--- src/core/slmi_pkg.sv ---
// slmi_pkg: constants and types of the status indicator
package slmi_pkg;

   // ---------------------------------------------------------------
   // clock and timing
   // ---------------------------------------------------------------
   localparam int CLK_KHZ       = 10_000;
   localparam int HALF_2HZ_MS   = 250;
   localparam int HALF_2HZ_CYC  = HALF_2HZ_MS * CLK_KHZ;
   localparam int MIN_START_MS  = 3000;
   localparam int MIN_START_CYC = MIN_START_MS * CLK_KHZ;
   localparam int FLICK_MS      = 20;
   localparam int FLICK_CYC     = FLICK_MS * CLK_KHZ;
   localparam int CNT_W         = 25;

   // ---------------------------------------------------------------
   // bus and register map
   // ---------------------------------------------------------------
   localparam int ADDR_W = 5;
   localparam int DATA_W = 32;
   localparam logic [4:0] OFF_CTRL   = 5'h00;
   localparam logic [4:0] OFF_STATUS = 5'h04;
   localparam logic [4:0] OFF_DATE   = 5'h08;
   localparam logic [4:0] OFF_TIME   = 5'h0C;

   // control register bits
   localparam int CTRL_W        = 19;
   localparam int CB_BOOT_DONE  = 0;
   localparam int CB_START_DONE = 1;
   localparam int CB_ERR_PEND   = 2;
   localparam int CB_HOLD       = 3;
   localparam int CB_DIAG_START = 4;
   localparam int CB_SYS_ERR    = 5;
   localparam int CB_CARD_WR    = 6;
   localparam int CB_HW_LOAD    = 7;
   localparam int CB_BLINK_TEST = 8;
   localparam int CB_CARD_ACC   = 9;
   localparam int CB_MRES_GO    = 10;
   localparam int CB_MRES_FIN   = 11;
   localparam int CB_FACT_RUN   = 12;
   localparam int CB_FACT_OK    = 13;
   localparam int CB_FW_NEW     = 14;
   localparam int CB_FW_RUN     = 15;
   localparam int CB_FW_CARD    = 16;
   localparam int CB_FW_OK      = 17;
   localparam int CB_FW_FAIL    = 18;
   localparam logic [18:0] CTRL_RST = 19'h00000;

   // status register bits
   localparam int ST_MODE_LSB = 0;
   localparam int ST_SW_LSB   = 3;
   localparam int ST_MIN_DONE = 5;
   localparam int ST_DIAG     = 6;
   localparam int ST_SAVE     = 7;
   localparam int ST_LOAD     = 8;
   localparam int ST_FACT     = 9;

   // clock fallback value: year 2009, month 09, day 01, midnight
   localparam logic [31:0] RTC_DEF_DATE = 32'h07D90901;
   localparam logic [31:0] RTC_DEF_TIME = 32'h00000000;

   // ---------------------------------------------------------------
   // mode switch and operating modes
   // ---------------------------------------------------------------
   localparam logic [1:0] SW_STOP = 2'h0;
   localparam logic [1:0] SW_RUN  = 2'h1;
   localparam logic [1:0] SW_MR   = 2'h2;

   localparam int DO_N  = 12;
   localparam int ETH_N = 2;
   localparam int SYNC_W = 13;

   typedef enum logic [2:0] {
      MODE_POWER_APPLIED = 3'h0,
      MODE_STOP          = 3'h1,
      MODE_START         = 3'h3,
      MODE_RUN           = 3'h2,
      MODE_MRES_REQ      = 3'h6,
      MODE_MRES_EXEC     = 3'h7,
      MODE_MRES_DONE     = 3'h5
   } slmi_mode_e;

endpackage : slmi_pkg

--- src/core/slmi_blink.sv ---
// slmi_blink: 1 Hz, 2 Hz and flicker pattern generator
`timescale 1ns/1ps
module slmi_blink
#(
   parameter int HALF_CYC  = slmi_pkg::HALF_2HZ_CYC,
   parameter int FLICK_CYC = slmi_pkg::FLICK_CYC,
   parameter int CW        = slmi_pkg::CNT_W
)
(
   input  wire logic clk,
   input  wire logic reset,
   output logic      blink_1hz,
   output logic      blink_2hz,
   output logic      flicker
);

   logic [CW-1:0] half_cnt;
   logic [CW-1:0] flick_cnt;
   logic [7:0]    lfsr;

   // ---------------------------------------------------------------
   // blink phases
   // ---------------------------------------------------------------
   always_ff @(posedge clk)
   begin
      if (reset)
      begin
         half_cnt  <= '0;
         blink_2hz <= 1'b0;
         blink_1hz <= 1'b0;
      end
      else if (half_cnt == CW'(HALF_CYC - 1))
      begin
         half_cnt  <= '0;
         blink_2hz <= ~blink_2hz;
         // 1 Hz toggles every second 2 Hz toggle, phases stay aligned
         if (blink_2hz)
            blink_1hz <= ~blink_1hz;
      end
      else
         half_cnt <= half_cnt + 1'b1;
   end

   // ---------------------------------------------------------------
   // flicker
   // ---------------------------------------------------------------
   // lfsr gives irregular flicker
   always_ff @(posedge clk)
   begin
      if (reset)
      begin
         flick_cnt <= '0;
         lfsr      <= 8'h5A;
         flicker   <= 1'b0;
      end
      else if (flick_cnt == CW'(FLICK_CYC - 1))
      begin
         flick_cnt <= '0;
         lfsr      <= {lfsr[6:0], lfsr[7] ^ lfsr[5] ^ lfsr[4] ^ lfsr[3]};
         flicker   <= lfsr[0];
      end
      else
         flick_cnt <= flick_cnt + 1'b1;
   end

endmodule : slmi_blink

--- src/core/slmi_top.sv ---
// slmi_top: status bar, port LEDs and operating mode supervision
// ---------------------------------------------------------------
// ---------------------------------------------------------------
//
// Register access over Avalon-MM and the placing of the registers are this design's own decisions.
`timescale 1ns/1ps
module slmi_top
#(
   parameter int HALF_2HZ_CYC  = slmi_pkg::HALF_2HZ_CYC,
   parameter int MIN_START_CYC = slmi_pkg::MIN_START_CYC,
   parameter int FLICK_CYC     = slmi_pkg::FLICK_CYC
)
(
   input  wire logic        clk,
   input  wire logic        reset,
   input  wire logic [4:0]  avs_address,
   input  wire logic        avs_read,
   input  wire logic        avs_write,
   input  wire logic [31:0] avs_writedata,
   output logic [31:0]      avs_readdata,
   output logic             avs_waitrequest,
   input  wire logic [1:0]  mode_switch,
   input  wire logic        backup_failed,
   input  wire logic        power_fail,
   input  wire logic        save_done,
   input  wire logic        card_present,
   input  wire logic [1:0]  eth_link,
   input  wire logic [1:0]  eth_activity,
   input  wire logic [1:0]  eth_speed100,
   input  wire logic        electronics_supply_feed,
   input  wire logic [11:0] do_state,
   output logic             led_red,
   output logic             led_yellow,
   output logic [1:0]       led_green,
   output logic [1:0]       eth_link_led,
   output logic [1:0]       eth_speed_led,
   output logic [11:0]      do_led,
   output logic             supply_led,
   output logic             ram_save_req,
   output logic             project_load_req
);

   // ---------------------------------------------------------------
   // declarations
   // ---------------------------------------------------------------
   localparam int CW = slmi_pkg::CNT_W;

   logic [12:0]         sync1;
   logic [12:0]         sync2;
   logic [1:0]          sw;
   logic                bk_fail;
   logic                pwr_fail;
   logic                sv_done;
   logic                card_in;
   logic [1:0]          link;
   logic [1:0]          act;
   logic [1:0]          spd100;
   logic                supply_ok;

   logic [18:0]         ctrl;
   logic [31:0]         rtc_date;
   logic [31:0]         rtc_time;
   logic                diag_flag;
   logic                fact_ok_l;
   logic [1:0]          pu_cnt;
   logic                bus_take;
   logic [31:0]         next_rdata;

   slmi_pkg::slmi_mode_e mode;
   slmi_pkg::slmi_mode_e next_mode;
   logic [CW-1:0]       start_cnt;
   logic                min_done;

   logic                b1;
   logic                b2;
   logic                fl;
   logic                next_red;
   logic                next_yel;
   logic [1:0]          next_grn;

   function automatic logic hit(input logic [4:0] a,
                                input logic [4:0] off);
      hit = (a == off);
   endfunction : hit

   // ---------------------------------------------------------------
   // pin synchronisers
   // ---------------------------------------------------------------
   always_ff @(posedge clk)
   begin
      if (reset)
      begin
         sync1 <= 13'h0000;
         sync2 <= 13'h0000;
      end
      else
      begin
         sync1 <= {mode_switch, backup_failed, power_fail, save_done,
                   card_present, eth_link, eth_activity, eth_speed100,
                   electronics_supply_feed};
         sync2 <= sync1;
      end
   end

   assign sw        = sync2[12:11];
   assign bk_fail   = sync2[10];
   assign pwr_fail  = sync2[9];
   assign sv_done   = sync2[8];
   assign card_in   = sync2[7];
   assign link      = sync2[6:5];
   assign act       = sync2[4:3];
   assign spd100    = sync2[2:1];
   assign supply_ok = sync2[0];

   // ---------------------------------------------------------------
   // pattern generator
   // ---------------------------------------------------------------
   slmi_blink
   #(
      .HALF_CYC  (HALF_2HZ_CYC),
      .FLICK_CYC (FLICK_CYC),
      .CW        (CW)
   )
   u_blink
   (
      .clk       (clk),
      .reset     (reset),
      .blink_1hz (b1),
      .blink_2hz (b2),
      .flicker   (fl)
   );

   // ---------------------------------------------------------------
   // avalon slave, one wait state
   // ---------------------------------------------------------------
   assign bus_take = (avs_read | avs_write) & ~avs_waitrequest;

   always_ff @(posedge clk)
   begin
      if (reset)
         avs_waitrequest <= 1'b1;
      else if ((avs_read | avs_write) & avs_waitrequest)
         avs_waitrequest <= 1'b0;
      else
         avs_waitrequest <= 1'b1;
   end

   always_comb
   begin
      next_rdata = 32'h00000000;
      if (hit(avs_address, slmi_pkg::OFF_CTRL))
         next_rdata = {13'h0000, ctrl};
      else if (hit(avs_address, slmi_pkg::OFF_STATUS))
      begin
         next_rdata[slmi_pkg::ST_MODE_LSB +: 3] = mode;
         next_rdata[slmi_pkg::ST_SW_LSB +: 2]   = sw;
         next_rdata[slmi_pkg::ST_MIN_DONE]      = min_done;
         next_rdata[slmi_pkg::ST_DIAG]          = diag_flag;
         next_rdata[slmi_pkg::ST_SAVE]          = ram_save_req;
         next_rdata[slmi_pkg::ST_LOAD]          = project_load_req;
         next_rdata[slmi_pkg::ST_FACT]          = fact_ok_l;
      end
      else if (hit(avs_address, slmi_pkg::OFF_DATE))
         next_rdata = rtc_date;
      else if (hit(avs_address, slmi_pkg::OFF_TIME))
         next_rdata = rtc_time;
   end

   always_ff @(posedge clk)
   begin
      if (reset)
         avs_readdata <= 32'h00000000;
      else if (avs_read & avs_waitrequest)
         avs_readdata <= next_rdata;
   end

   always_ff @(posedge clk)
   begin
      if (reset)
         ctrl <= slmi_pkg::CTRL_RST;
      else if (bus_take & avs_write & hit(avs_address, slmi_pkg::OFF_CTRL))
         ctrl <= avs_writedata[18:0];
   end

   // factory done holds until reset, software cannot clear it
   // latch factory done
   always_ff @(posedge clk)
   begin
      if (reset)
         fact_ok_l <= 1'b0;
      else if (ctrl[slmi_pkg::CB_FACT_OK])
         fact_ok_l <= 1'b1;
   end

   // ---------------------------------------------------------------
   // clock backup check at power up
   // ---------------------------------------------------------------
   // wait for the synchronisers to fill before sampling the pin
   always_ff @(posedge clk)
   begin
      if (reset)
         pu_cnt <= 2'h0;
      else if (pu_cnt != 2'h3)
         pu_cnt <= pu_cnt + 2'h1;
   end

   always_ff @(posedge clk)
   begin
      if (reset)
      begin
         rtc_date <= 32'h00000000;
         rtc_time <= 32'h00000000;
      end
      else if (pu_cnt == 2'h2 && bk_fail)
      begin
         rtc_date <= slmi_pkg::RTC_DEF_DATE;
         rtc_time <= slmi_pkg::RTC_DEF_TIME;
      end
      else if (bus_take & avs_write)
      begin
         if (hit(avs_address, slmi_pkg::OFF_DATE))
            rtc_date <= avs_writedata;
         if (hit(avs_address, slmi_pkg::OFF_TIME))
            rtc_time <= avs_writedata;
      end
   end

   always_ff @(posedge clk)
   begin
      if (reset)
         diag_flag <= 1'b0;
      else if (pu_cnt == 2'h2 && bk_fail)
         diag_flag <= 1'b1;
      else if (bus_take & avs_write
               & hit(avs_address, slmi_pkg::OFF_STATUS)
               & avs_writedata[slmi_pkg::ST_DIAG])
         diag_flag <= 1'b0;
   end

   // ---------------------------------------------------------------
   // power off save
   // ---------------------------------------------------------------
   // request RAM save
   always_ff @(posedge clk)
   begin
      if (reset)
         ram_save_req <= 1'b0;
      else if (pwr_fail)
         ram_save_req <= 1'b1;
      else if (sv_done)
         ram_save_req <= 1'b0;
   end

   // ---------------------------------------------------------------
   // operating mode
   // ---------------------------------------------------------------
   always_comb
   begin
      next_mode = mode;
      unique case (mode)
         slmi_pkg::MODE_POWER_APPLIED:
            if (ctrl[slmi_pkg::CB_BOOT_DONE])
               next_mode = slmi_pkg::MODE_STOP;
         slmi_pkg::MODE_STOP:
            if (sw == slmi_pkg::SW_RUN)
               next_mode = slmi_pkg::MODE_START;
            else if (sw == slmi_pkg::SW_MR)
               next_mode = slmi_pkg::MODE_MRES_REQ;
         slmi_pkg::MODE_START:
            if (min_done & ctrl[slmi_pkg::CB_START_DONE])
               next_mode = slmi_pkg::MODE_RUN;
         slmi_pkg::MODE_RUN:
            if (sw != slmi_pkg::SW_RUN)
               next_mode = slmi_pkg::MODE_STOP;
         slmi_pkg::MODE_MRES_REQ:
            if (sw != slmi_pkg::SW_MR)
               next_mode = slmi_pkg::MODE_STOP;
            else if (ctrl[slmi_pkg::CB_MRES_GO])
               next_mode = slmi_pkg::MODE_MRES_EXEC;
         slmi_pkg::MODE_MRES_EXEC:
            if (ctrl[slmi_pkg::CB_MRES_FIN])
               next_mode = slmi_pkg::MODE_MRES_DONE;
         slmi_pkg::MODE_MRES_DONE:
            if (sw != slmi_pkg::SW_MR)
               next_mode = slmi_pkg::MODE_STOP;
         default:
            next_mode = slmi_pkg::MODE_POWER_APPLIED;
      endcase
   end

   always_ff @(posedge clk)
   begin
      if (reset)
         mode <= slmi_pkg::MODE_POWER_APPLIED;
      else
         mode <= next_mode;
   end

   always_ff @(posedge clk)
   begin
      if (reset || mode != slmi_pkg::MODE_START)
      begin
         start_cnt <= '0;
         min_done  <= 1'b0;
      end
      else if (start_cnt == CW'(MIN_START_CYC - 1))
         min_done <= 1'b1;
      else
         start_cnt <= start_cnt + 1'b1;
   end

   always_ff @(posedge clk)
   begin
      if (reset)
         project_load_req <= 1'b0;
      else
         project_load_req <= (mode == slmi_pkg::MODE_MRES_DONE) & card_in;
   end

   // ---------------------------------------------------------------
   // status bar pattern
   // ---------------------------------------------------------------
   // priority chain, first match wins
   always_comb
   begin
      next_red = 1'b0;
      next_yel = 1'b0;
      next_grn = 2'h0;
      if (ctrl[slmi_pkg::CB_FW_FAIL])
         next_red = b1;
      else if (ctrl[slmi_pkg::CB_FW_OK])
      begin
         next_red = b1;
         next_yel = b1;
      end
      else if (ctrl[slmi_pkg::CB_FW_CARD])
         next_yel = fl;
      else if (ctrl[slmi_pkg::CB_FW_RUN])
         next_yel = b2;
      else if (ctrl[slmi_pkg::CB_FW_NEW])
      begin
         next_red = b1;
         next_yel = ~b1;
      end
      else if (fact_ok_l)
      begin
         next_red = b1;
         next_yel = b1;
      end
      else if (ctrl[slmi_pkg::CB_FACT_RUN])
         next_yel = b2;
      else if (mode == slmi_pkg::MODE_POWER_APPLIED)
         next_yel = b1;
      else if (mode == slmi_pkg::MODE_MRES_REQ)
         next_yel = b1;
      else if (mode == slmi_pkg::MODE_MRES_EXEC)
         next_yel = b2;
      else if (mode == slmi_pkg::MODE_MRES_DONE)
         next_yel = 1'b1;
      else if (ctrl[slmi_pkg::CB_SYS_ERR] | ctrl[slmi_pkg::CB_CARD_WR])
      begin
         next_red = 1'b1;
         next_yel = 1'b1;
      end
      else if (ctrl[slmi_pkg::CB_HW_LOAD])
         next_yel = b2;
      else if (ctrl[slmi_pkg::CB_BLINK_TEST])
         next_grn = {2{b1}};
      else if (mode == slmi_pkg::MODE_START)
      begin
         next_grn = {2{b2}};
         next_red = ctrl[slmi_pkg::CB_DIAG_START] & b1;
      end
      else if (mode == slmi_pkg::MODE_STOP & ctrl[slmi_pkg::CB_HOLD])
      begin
         next_red = 1'b1;
         next_grn = {2{b1}};
      end
      else if (ctrl[slmi_pkg::CB_CARD_ACC])
      begin
         if (mode == slmi_pkg::MODE_RUN)
         begin
            next_red = ctrl[slmi_pkg::CB_ERR_PEND] & b1;
            next_grn = ctrl[slmi_pkg::CB_ERR_PEND] ? {fl, fl} : {1'b1, fl};
         end
         else
            next_yel = fl;
      end
      else if (mode == slmi_pkg::MODE_RUN)
      begin
         next_grn = 2'h3;
         next_red = ctrl[slmi_pkg::CB_ERR_PEND] & b1;
      end
      else
         next_yel = 1'b1;
   end

   always_ff @(posedge clk)
   begin
      if (reset)
      begin
         led_red    <= 1'b0;
         led_yellow <= 1'b0;
         led_green  <= 2'h0;
      end
      else
      begin
         led_red    <= next_red;
         led_yellow <= next_yel;
         led_green  <= next_grn;
      end
   end

   // ---------------------------------------------------------------
   // port, output and supply LEDs
   // ---------------------------------------------------------------
   always_ff @(posedge clk)
   begin
      if (reset)
      begin
         eth_link_led  <= 2'h0;
         eth_speed_led <= 2'h0;
         do_led        <= 12'h000;
         supply_led    <= 1'b0;
      end
      else
      begin
         eth_link_led  <= link & ~(act & {2{fl}});
         eth_speed_led <= link & spd100;
         do_led        <= do_state;
         supply_led    <= supply_ok;
      end
   end

endmodule : slmi_top

--- config.mk ---
export PLATFORM = sky130hd
export DESIGN_NAME = slmi_top
export DESIGN_NICKNAME = d
export VERILOG_FILES = /design/src/core/slmi_pkg.sv /design/src/core/slmi_blink.sv /design/src/core/slmi_top.sv
export SDC_FILE = /design/constraint.sdc
export NUM_CORES = 1
export LEC_CHECK = 0
export BUFFER_PORTS_ARGS = -buffer_cell sky130_fd_sc_hd__buf_2
export CAP_MARGIN = 0
export CORE_UTILIZATION = 60
export CTS_BUF_LIST = sky130_fd_sc_hd__clkbuf_4
export CTS_CLUSTER_DIAMETER = 120
export CTS_CLUSTER_SIZE = 10
export DETAILED_ROUTE_END_ITERATION = 12
export GPL_TIMING_DRIVEN = 0
export MAX_ROUTING_LAYER = met4
export PLACE_DENSITY = 0.79
export REMOVE_ABC_BUFFERS = 1
export SYNTH_ARGS = -nofsm -noshare
export SYNTH_HDL_FRONTEND = slang
export SYNTH_SLANG_ARGS = --single-unit
--- constraint.sdc ---
create_clock -name clk -period 2.92 [get_ports clk]
set_clock_uncertainty 0.15 [all_clocks]
set_input_delay 0.584 -clock clk [delete_from_list [all_inputs] [get_ports clk]]
set_output_delay 0.584 -clock clk [all_outputs]
set_load 0.02 [all_outputs]
==> out/results.tsv, run 1 <==
metric	value	unit
post-synthesis sequential element count	259	
number of port buffers	121	
mapped cell area	10400	um2
post-DR wirelength/cell	15.5	um
synth top area cells	dfxtp_1 50%, nand2_1 7.8%, a21oi_1 5.4%	
pin count of the biggest net entering global routing	79	
Initial DRC Count	558	
Slowest Stage Delay on Critical Path	1230	ps
initial core utilization	62.3	%
Critical Path Source	avs_address[2]	
GRT overflow	0	
RSZ-0062 raised after global routing	no	
CP endpoint kind	flop	
max-cap violations	0	
kind of critical path	in -> reg	
fin area	12000	um2
share of layout cells above drive strength 1	14.6	%
HP Class	in -> reg	
Top delay family on crit path	simple AND/OR/NAND/NOR gates	
Worst Path Required	3390	ps
sequential share of the synthesized area	49.7	%
Critical-path top delay cell	and3_1	
Longest Clk Path Bufs	3	
WL final	24300	um
area share of the largest cell type after synthesis	49.7	%
Layout Area Growth over Synthesis	14.9	%
EDFF count, synth	0	
worst-path maximum fanout	40	
vias in the first global route	8416	
first-pass GRT wire length	39900	um
Die Span X	134	um
number of I/O pins	122	
CTS tree	done	
drc violations	0	
dpl hpwl	14900	um
PwrDens	461	nW/um2
Most used DFF post-synth	dfxtp_1	
synth unique cells	57	
setup total negative slack	0	ps
biggest area consumer among synthesized cells	dfxtp_1	
Mapped Avg Cell Area	8.74	um2
post-synthesis cell count	1195	
Root Buffer	clkbuf_4	
Hold Startpoint	reset	
Lkg Pwr	4.47	nW
CTS buffer count	29	
FFs w/ async S/R, synth	0	%
clk_lat worst skew	690	ps
Num Clock Sinks	259	
full die area	17900	um2
post-layout util	71.6	%
worst slew pin tran	1370	ps
period utilization	92.9	%
H-tree levels	1	
Fmax	369	MHz
Hold Vio Cnt, Final	0	
r2r startpoint	u_blink.flick_cnt[13]	
Post-CTS Setup Repair Bufs	0	
Placed Area	11200	um2
fin nets	1418	
final setup violation count	0	
DIE HEIGHT	134	um
Rel. slew slack	8.95	%
core box area	16800	um2
VDD IR max	0.000368	V
crit path launch type	input pin	
status	finished, final reports clean	
Pre-antenna DRT Iters	5	
CP arrival	3180	ps
vias per cell	5.68	
GPL Wtd Cong	0.822	
Cell Chain, Critical Path	buf_2 -> and3_1 -> nand2_1 -> a21oi_1	
global-route usage over all layers	27.7	%
clock slew at reported path FFs	120	ps
Buf/Inv on CP	1	
via count	8899	
yosys warns	0	
max-slew violations	0	
min Tclk post-route	2710	ps
Routed Antenna Nets	0	
initial antenna violation count	1	
# rows	47	
## worst paths after layout
check                                to  slack [ps]  depth (start not counted)
setup reg to reg  u_blink.flick_cnt[19]         270                          5
hold / removal         avs_readdata[24]         210                          2
setup / recovery           rtc_time[22]         210                          4
hold reg to reg        project_load_req         280                          2
## power breakdown
group | leakage, nW | internal, mW | total, mW | switching (mW)
Combinational | 2.23 | 0.162 | 0.359 | 0.198
Sequential | 2.10 | 3.58 | 3.61 | 0.0267
Clock | 0.142 | 0.472 | 1.56 | 1.09
Total | 4.47 | 4.22 | 5.53 | 1.32
## routing by layer
| metal | track usage (%) | up-vias | share of wire [%] |
|---|---|---|---|
| met2 | 44.6 | 311 | 47 |
| met3 | 5.56 | 53 | 6.9 |
| met1 | 34.9 | 4134 | 44 |
| li1 | - | 4401 | - |
| met4 | 8.71 | 0 | 2.1 |
| met5 | - | - | 0 |
## sequential cells by signal, summed over array words and instances (netlist names), 2 cells and up
register / count
avs_readdata: 32
rtc_date: 32
rtc_time: 32
start_cnt: 25
u_blink.flick_cnt: 25
u_blink.half_cnt: 25
ctrl: 19
sync1: 13
sync2: 13
do_led: 12
u_blink.lfsr: 8
mode: 3
eth_link_led: 2
eth_speed_led: 2
led_green: 2
pu_cnt: 2
## placed cells by master, fill, tap and decap left out, types with 11 or more instances in the layout
| master | Yosys | routed |
|---|---|---|
| a21oi_1 | 112 | 112 |
| a22oi_1 | 15 | 15 |
| a31oi_1 | 14 | 14 |
| and3_1 | 17 | 17 |
| buf_2 | 8 | 120 |
| clkbuf_4 | 0 | 30 |
| dfxtp_1 | 259 | 259 |
| dlygate4sd3_1 | 0 | 59 |
| inv_1 | 12 | 12 |
| mux2i_1 | 30 | 30 |
| nand2_1 | 216 | 212 |
| nand3_1 | 32 | 32 |
| nand4_1 | 23 | 23 |
| nor2_1 | 120 | 120 |
| nor2b_1 | 44 | 44 |
| nor3_1 | 36 | 35 |
| nor4_1 | 11 | 11 |
| o21ai_0 | 23 | 23 |
| xnor2_1 | 20 | 20 |
| xor2_1 | 39 | 39 |
## layout make-up
class | instances | area [um2]
clock buffer | 30 | 225
sequential | 259 | 5180
antenna | 1 | 2.50
multi-input combinational | 857 | 4940
clock inverter | 1 | 3.75
fill | 1329 | 4760
inverter | 12 | 45.0
tap | 220 | 275
timing repair buffer | 186 | 1320
## what timing repair did
item | CTS | global route
resized for setup | 1 | 4
endpoints found under the setup margin | 24 | 40
endpoints found under the hold margin | 105 | 0
cloned | 0 | 0
hold buffers | 59 | 0
## cells in the mapped netlist (3+ instances only)
| cell type | count |
|---|---|
| a2111oi_0 | 3 |
| a21oi_1 | 112 |
| a221oi_1 | 6 |
| a22oi_1 | 15 |
| a31oi_1 | 14 |
| and2_1 | 7 |
| and3_1 | 17 |
| and4_1 | 3 |
| buf_1 | 3 |
| buf_2 | 8 |
| buf_6 | 4 |
| clkbuf_1 | 51 |
| dfxtp_1 | 259 |
| ha_1 | 7 |
| inv_1 | 12 |
| mux2_2 | 4 |
| mux2i_1 | 30 |
| mux4_2 | 10 |
| nand2_1 | 216 |
| nand2b_1 | 7 |
| nand3_1 | 32 |
| nand4_1 | 23 |
| nor2_1 | 120 |
| nor2b_1 | 44 |
| nor3_1 | 36 |
| nor4_1 | 11 |
| nor4b_1 | 3 |
| o211ai_1 | 3 |
| o21ai_0 | 23 |
| o31a_1 | 3 |
| o31ai_1 | 3 |
| or3_1 | 8 |
| or3_2 | 7 |
| or4_1 | 4 |
| xnor2_1 | 20 |
| xor2_1 | 39 |
## worst register-to-register path, delay by kind of cell (launching register included)
kind | cells | cell delay [ps]
flops | 1 | 370
simple gates | 5 | 2030
## cell families after synthesis
kind of cell,synth area share (%)
mux,5.46
fa+ha+maj,0.839
xor+xnor,4.95
compound gates,10.7
flops,49.7
buf+inv,3.26
simple gates,25.1
## stage by stage
stage / setup WS [ps] / hold WS, ps / power [mW] / cells
final: 209 / 212 / 5.53 / 1566
after global routing: 61.3 / 210 / 5.72 / 1566
after CTS: 14.8 / 180 / 5.55 / 1565
after detailed placement: -655 / 270 / 3.98 / 1475
after global placement: -2770 / 267 / 3.96 / 1469
after floorplan: -571 / 259 / 3.81 / 1128
Note: power is estimated with default switching activity, not from simulation.
==> run 2: changes to the inputs <==
--- a/config.mk
+++ b/config.mk
@@ -12,9 +12,8 @@
 export CTS_CLUSTER_DIAMETER = 120
 export CTS_CLUSTER_SIZE = 10
 export DETAILED_ROUTE_END_ITERATION = 12
-export GPL_TIMING_DRIVEN = 0
 export MAX_ROUTING_LAYER = met4
-export PLACE_DENSITY = 0.79
+export PLACE_DENSITY = 0.8
 export REMOVE_ABC_BUFFERS = 1
 export SYNTH_ARGS = -nofsm -noshare
 export SYNTH_HDL_FRONTEND = slang
==> run 2 against run 1 <==
Net effect: final area grew 0.61%; power shrank 0.27%; largest power group unchanged; largest cell class unchanged; sequential share of layout area shrank 0.26 points; die area is the same; via count grew 1.4%; sequential power is essentially flat; setup slack gained 260 ps.
==> out/results.tsv, run 2 (same netlist as run 1, synthesis figures left out) <==
metric	value	unit	change
status	finished, final reports clean		unchanged
Tot Pwr	5.52	mW	was 5.53 mW
most frequent cells in the layout	259 x dfxtp_1, 215 x nand2_1, 120 x nor2_1, 120 x buf_2, 112 x a21oi_1		was 259 x dfxtp_1, 212 x nand2_1, 120 x nor2_1, 120 x buf_2, 112 x a21oi_1
Buf/Inv on CP	0		was 1
final setup violation count	0		unchanged
r2r setup slk	470	ps	was 270 ps
vias per cell	5.69		was 5.68
Routed Antenna Nets	0		unchanged
initial antenna violation count	2		was 1
Pre-antenna DRT Iters	5		unchanged
Die Span X	134	um	unchanged
drc violations	0		unchanged
Flop pwr share	65.4	%	was 65.2%
dpl hpwl	15500	um	was 14,900 um
Rel. slew slack	44.2	%	was 8.95%
post-DR wirelength/cell	15.3	um	was 15.5 um
commonest non-fill, non-tap cell in the layout	dfxtp_1		unchanged
CP arrival	2830	ps	was 3180 ps
pin count of the biggest net entering global routing	80		was 79
Sw Ratio	23.6	%	was 23.8%
Post-CTS Setup Repair Bufs	0		unchanged
HP Class	in -> reg		unchanged
clk_lat worst skew	690	ps	about the same
PwrDens	457	nW/um2	was 461 nW/um2
Layout Area Growth over Synthesis	15.6	%	was 14.9%
top flop regs	avs_readdata x32, rtc_date x32, rtc_time x32		unchanged
number of I/O pins	122		unchanged
worst-path maximum fanout	20		was 40
first-pass GRT wire length	40100	um	was 39,900 um
Critical-path top delay cell	o31ai_4		was and3_1
fin nets	1438		was 1,418
setup total negative slack	0	ps	unchanged
full die area	17900	um2	unchanged
GPL Wtd Cong	0.824		was 0.822
vias in the first global route	8453		was 8,416
net switching power figure	1.30	mW	was 1.32 mW
Num Clock Sinks	259		unchanged
global-route usage over all layers	27.9	%	was 27.7%
DIE HEIGHT	134	um	unchanged
clock slew at reported path FFs	110	ps	was 120 ps
core box area	16800	um2	unchanged
# rows	47		unchanged
H-tree levels	1		unchanged
CTS buffer count	29		unchanged
worst hold margin	116	ps	was 212 ps
Worst Path Required	3300	ps	was 3390 ps
cts repair resizes	0		was 1
period utilization	83.9	%	was 92.9%
RSZ-0062 raised after global routing	no		unchanged
worst slew pin tran	837	ps	was 1370 ps
Cell Int Power	4.21	mW	was 4.22 mW
kind of critical path	reg -> reg		was in -> reg
WL final	24300	um	about the same
GRT overflow	0		unchanged
Clock Power Share	28.1	%	was 28.3%
Hold Path Stages	2		unchanged
max-slew violations	0		unchanged
Initial DRC Count	549		was 558
crit path launch type	flop		was input pin
CP endpoint kind	flop		unchanged
Comb pwr share	6.5	%	about the same
Worst R2R End	start_cnt[19]		was u_blink.flick_cnt[19]
VDD IR max	0.000364	V	was 0.000368 V
max-cap violations	0		unchanged
CTS tree	done		unchanged
Fmax	408	MHz	was 369 MHz
initial core utilization	62.3	%	unchanged
Lkg Pwr	4.53	nW	was 4.47 nW
min Tclk post-route	2450	ps	was 2710 ps
Cell Chain, Critical Path	or4b_1 -> or3_4 -> o31ai_4 -> or4_2 -> a21oi_1		was buf_2 -> and3_1 -> nand2_1 -> a21oi_1
share of layout cells above drive strength 1	15.5	%	was 14.6%
Hold Startpoint	reset		unchanged
Slowest Stage Delay on Critical Path	560	ps	was 1230 ps
Hold EP	ram_save_req		was avs_readdata[24]
r2r startpoint	start_cnt[7]		was u_blink.flick_cnt[13]
Longest Clk Path Bufs	3		unchanged
Reg2Reg Depth	5		unchanged
via count	9025		was 8,899
number of port buffers	121		unchanged
Hold Vio Cnt, Final	0		unchanged
Top delay family on crit path	simple AND/OR/NAND/NOR gates		unchanged
Root Buffer	clkbuf_4		unchanged
-- run 2: changes by cell type in the layout (fill, tap and decap cells not counted), sizes merged --
cell	before	now
diode	1	2
buf	127	147
-- run 2: layout make-up --
class,instances,area (um2)
antenna,2,5.00
clock buffer,30,225
clock inverter,1,3.75
fill,1316,4690
inverter,12,45.0
multi-input combinational,857,4920
sequential,259,5180
tap,220,275
timing repair buffer,206,1410
-- run 2: how the worst max path moves through the flow --
stage	start	endpoint	cells past startpoint
after global placement	avs_address[4]	ctrl[1]	6
after CTS	start_cnt[7]	start_cnt[19]	5
after global routing	start_cnt[7]	start_cnt[15]	5
final	start_cnt[7]	start_cnt[19]	5
after detailed placement	avs_address[4]	ctrl[1]	6
after floorplan	avs_address[4]	rtc_date[0]	5
-- run 2: timing repair --
item	CTS	global route
hold buffers	59	0
hold endpoints to repair	104	0
endpoints found under the setup margin	0	0
-- run 2: power by group through the flow --
| stage | clock (mW) | sequential, mW | combinational, mW |
|---|---|---|---|
| finish | 1.55 | 3.61 | 0.357 |
| global route | 1.73 | 3.62 | 0.388 |
| CTS | 1.60 | 3.61 | 0.353 |
| detailed placement | 0 | 3.69 | 0.291 |
| global placement | 0 | 3.69 | 0.286 |
| floorplan | 0 | 3.70 | 0.116 |
-- run 2: worst register-to-register path, cell delays in order (launching register included) --
cell,delay [ps]
dfxtp_1,380
or4b_1,550
or3_4,360
o31ai_4,560
or4_2,250
a21oi_1,60
-- run 2: through the flow --
stage,utilization [%],cells,setup WS [ps],cell area [um2]
floorplan,-,1128,-571,10100
global placement,67.1,1495,464,11200
detailed placement,67.1,1495,328,11200
CTS,72.0,1585,468,12100
global route,72.0,1587,301,12100
finish,72.0,1587,470,12100
-- run 2: per-layer routing --
| metal | GRT usage (%) | routed length [um] | vias to the layer above |
|---|---|---|---|
| met3 | 4.35 | 1720 | 29 |
| met2 | 46.4 | 11800 | 314 |
| li1 | - | - | 4436 |
| met1 | 35.5 | 10300 | 4246 |
| met4 | 7.26 | 357 | 0 |
| met5 | - | 0 | - |
==> run 3: changes to the inputs <==
--- a/config.mk
+++ b/config.mk
@@ -5,6 +5,7 @@
 export SDC_FILE = /design/constraint.sdc
 export NUM_CORES = 1
 export LEC_CHECK = 0
+export ABC_AREA = 1
 export BUFFER_PORTS_ARGS = -buffer_cell sky130_fd_sc_hd__buf_2
 export CAP_MARGIN = 0
 export CORE_UTILIZATION = 60
@@ -13,7 +14,7 @@
 export CTS_CLUSTER_SIZE = 10
 export DETAILED_ROUTE_END_ITERATION = 12
 export MAX_ROUTING_LAYER = met4
-export PLACE_DENSITY = 0.8
+export PLACE_DENSITY = 0.79
 export REMOVE_ABC_BUFFERS = 1
 export SYNTH_ARGS = -nofsm -noshare
 export SYNTH_HDL_FRONTEND = slang
==> constraint.sdc (replaced) <==
create_clock -name clk -period 2.4 [get_ports clk]
set_clock_uncertainty 0.15 [all_clocks]
set_input_delay 0.48 -clock clk [delete_from_list [all_inputs] [get_ports clk]]
set_output_delay 0.48 -clock clk [all_outputs]
set_load 0.02 [all_outputs]
==> run 3 against run 2 <==
Net effect: register-to-register slack got worse by 180 ps; power increased by 30%; die area increased by 5.0%; count of clock-buffer cells in the layout unchanged; hold slack improved by 27 ps; via count increased by 13%; global-route usage increased by 0.93 points; first-iteration DRC count decreased by 5.1%; largest cell class unchanged; largest power group unchanged; highest routed layer unchanged.
==> out/results.tsv, run 3 <==
metric	value	unit	change
Layout Area Growth over Synthesis	15.6	%	about the same
most frequent cells in the layout	259 x dfxtp_1, 233 x nor2_1, 209 x nand2_1		was 259 x dfxtp_1, 215 x nand2_1, 120 x nor2_1, 120 x buf_2, 112 x a21oi_1
Slowest Stage Delay on Critical Path	430	ps	was 560 ps
PwrDens	565	nW/um2	was 457 nW/um2
clk_lat worst skew	680	ps	was 690 ps
HP Class	in -> reg		unchanged
Critical-path top delay cell	nand2_2		was o31ai_4
CTS tree	done		unchanged
Critical Path Stages	8		was 5
clock slew at reported path FFs	110	ps	about the same
Num Clock Sinks	259		unchanged
via count	10200		was 9,025
post-layout util	70.5	%	was 72.0%
r2r startpoint	u_blink.flick_cnt[0]		was start_cnt[7]
pin count of the biggest net entering global routing	53		was 80
r2r setup slk	290	ps	was 470 ps
Fmax	473	MHz	was 408 MHz
yosys warns	0		unchanged
Hold Vio Cnt, Final	0		unchanged
Root Buffer	clkbuf_4		unchanged
biggest area consumer among synthesized cells	dfxtp_1		unchanged
WL final	26700	um	was 24,300 um
dpl hpwl	18100	um	was 15,500 um
core box area	18000	um2	was 16,800 um2
full die area	18800	um2	was 17,900 um2
vias in the first global route	9256		was 8,453
fin nets	1711		was 1,438
synth top area cells	dfxtp_1 47%, nor2_1 8.0%, nand2_1 7.2%		was dfxtp_1 50%, nand2_1 7.8%, a21oi_1 5.4%
Worst R2R End	u_blink.flick_cnt[21]		was start_cnt[19]
number of I/O pins	122		unchanged
max-slew violations	0		unchanged
Cells after DPL	1776		was 1,495
first-pass GRT wire length	43000	um	was 40,100 um
GPL Wtd Cong	0.895		was 0.824
Critical Path Source	u_blink.flick_cnt[0]		was start_cnt[7]
Fill cells	1475		was 1,316
Sw Ratio	26.2	%	was 23.6%
post-synthesis sequential element count	259		unchanged
worst-path maximum fanout	24		was 20
min Tclk post-route	2110	ps	was 2450 ps
Comb pwr share	11.1	%	was 6.5%
Rel. slew slack	53.0	%	was 44.2%
final setup violation count	0		unchanged
vias per cell	5.44		was 5.69
period utilization	88.1	%	was 83.9%
Cell Int Power	5.28	mW	was 4.21 mW
mapped cell area	11000	um2	was 10,400 um2
H-tree levels	1		unchanged
worst slew pin tran	703	ps	was 837 ps
Longest Clk Path Bufs	3		unchanged
status	finished, final reports clean		unchanged
global-route usage over all layers	28.9	%	was 27.9%
crit path launch type	flop		unchanged
sequential share of the synthesized area	47.3	%	was 49.7%
Cell Chain, Critical Path	ha_1 -> nand2_2 -> nor3_1 -> nand2_1 -> inv_2 -> nand3_1 -> nand2_2 -> nor3b_2		was or4b_1 -> or3_4 -> o31ai_4 -> or4_2 -> a21oi_1
# rows	49		was 47
drc violations	0		unchanged
initial antenna violation count	1		was 2
Routed Antenna Nets	0		unchanged
Worst Path Required	2800	ps	was 3300 ps
post-synthesis cell count	1455		was 1,195
Reg2Reg Depth	8		was 5
Top delay family on crit path	simple AND/OR/NAND/NOR gates		unchanged
commonest non-fill, non-tap cell in the layout	dfxtp_1		unchanged
EDFF count, synth	0		unchanged
RSZ-0062 raised after global routing	no		unchanged
Buf/Inv on CP	1		was 0
Post-CTS Setup Repair Bufs	0		unchanged
CP most frequent cell	nand2_2		
initial core utilization	61.1	%	was 62.3%
Flop pwr share	62.4	%	was 65.4%
cts repair resizes	0		unchanged
CP endpoint kind	flop		unchanged
kind of critical path	reg -> reg		unchanged
share of layout cells above drive strength 1	15.0	%	was 15.5%
area share of the largest cell type after synthesis	47.3	%	was 49.7%
Clock Power Share	26.5	%	was 28.1%
post-DR wirelength/cell	14.3	um	was 15.3 um
Critical Path End	u_blink.flick_cnt[21]		was start_cnt[19]
most frequent cells after synthesis	259 x dfxtp_1, 235 x nor2_1, 209 x nand2_1, 171 x inv_1, 124 x o21ai_0		was 259 x dfxtp_1, 216 x nand2_1, 120 x nor2_1, 112 x a21oi_1, 51 x clkbuf_1
Layout Cells excl Fill	1867		was 1,587
Most used DFF post-synth	dfxtp_1		unchanged
most common cell in the synthesized netlist	dfxtp_1		unchanged
number of port buffers	121		unchanged
max-cap violations	0		unchanged
net switching power figure	1.88	mW	was 1.30 mW
Lkg Pwr	5.30	nW	was 4.53 nW
GRT overflow	0		unchanged
CP arrival	2510	ps	was 2830 ps
VDD IR max	0.000468	V	was 0.000364 V
top flop regs	avs_readdata x32, rtc_date x32, rtc_time x32		unchanged
Initial DRC Count	521		was 549
CTS buffer count	29		unchanged
setup total negative slack	0	ps	unchanged
Pre-antenna DRT Iters	6		was 5
FFs w/ async S/R, synth	0	%	unchanged
DIE HEIGHT	137	um	was 134 um
synth unique cells	48		was 57
Mapped Avg Cell Area	7.54	um2	was 8.74 um2
Die Span X	137	um	was 134 um
-- run 3: cell type report --
| class | count | area [um2] | share of cell area, % |
|---|---|---|---|
| diodes | 1 | 2.50 | 0.0197 |
| well taps | 229 | 287 | 2.26 |
| inverters | 183 | 687 | 5.42 |
| repair buffers | 207 | 1430 | 11.3 |
| clock buffers | 30 | 225 | 1.78 |
| multi-input cells | 958 | 4860 | 38.3 |
| flip-flops and latches | 259 | 5180 | 40.9 |
-- run 3: per-layer routing --
layer	routed length [um]	part of all wire [%]	global-route usage, %
met3	1460	5.5	3.61
met2	12800	48	47.3
met5	0	0	-
met1	11900	44	37.1
met4	622	2.3	9.40
-- run 3: what timing repair did --
| item | in CTS | in global routing |
|---|---|---|
| hold buffers | 60 | 0 |
| setup endpoints to repair | 0 | 0 |
| endpoints found under the hold margin | 108 | 0 |
-- run 3: worst min-delay path, cell delays in order --
cell and delay [ps]:
buf_2 120, inv_1 50, nor2_1 40, nand2_1 40, o21ai_0 70, a21oi_1 130
-- run 3: how the worst min path moves through the flow --
stage	slack [ps]	to	start	cells past startpoint
final	140	diag_flag	avs_write	6
after CTS	110	diag_flag	avs_write	6
after global routing	190	diag_flag	avs_write	6
after global placement	240	eth_link_led[1]	sync2[4]	1
after floorplan	230	eth_link_led[0]	sync2[3]	1
after detailed placement	240	eth_link_led[1]	sync2[4]	1
-- run 3: cell families after synthesis --
| logic type | count (synthesis) | synth area share, % |
|---|---|---|
| buffers and inverters | 238 | 8.45 |
| DFF | 259 | 47.3 |
| and+or+nand+nor | 626 | 26.2 |
| adders and majority gates | 7 | 0.799 |
| AOI/OAI and AO/OA | 300 | 15.3 |
| xor gates and xnor gates | 25 | 2.00 |
-- run 3: per-stage QoR --
stage	total power, mW	area [um2]	hold WS, ps	setup WS [ps]
global placement	5.25	11800	239	290
floorplan	4.98	10700	235	-803
global route	7.46	12700	188	114
detailed placement	5.26	11800	240	192
finish	7.16	12700	144	286
CTS	7.19	12700	114	245
-- run 3: power groups by stage --
| stage | clock (mW) | sequential [mW] | combinational (mW) |
|---|---|---|---|
| 2_1_floorplan | 0 | 4.60 | 0.382 |
| 3_3_place_gp | 0 | 4.56 | 0.686 |
| 3_5_place_dp | 0 | 4.56 | 0.697 |
| 4_1_cts | 1.94 | 4.47 | 0.777 |
| 5_1_grt | 2.10 | 4.48 | 0.878 |
| 6_report | 1.90 | 4.47 | 0.792 |
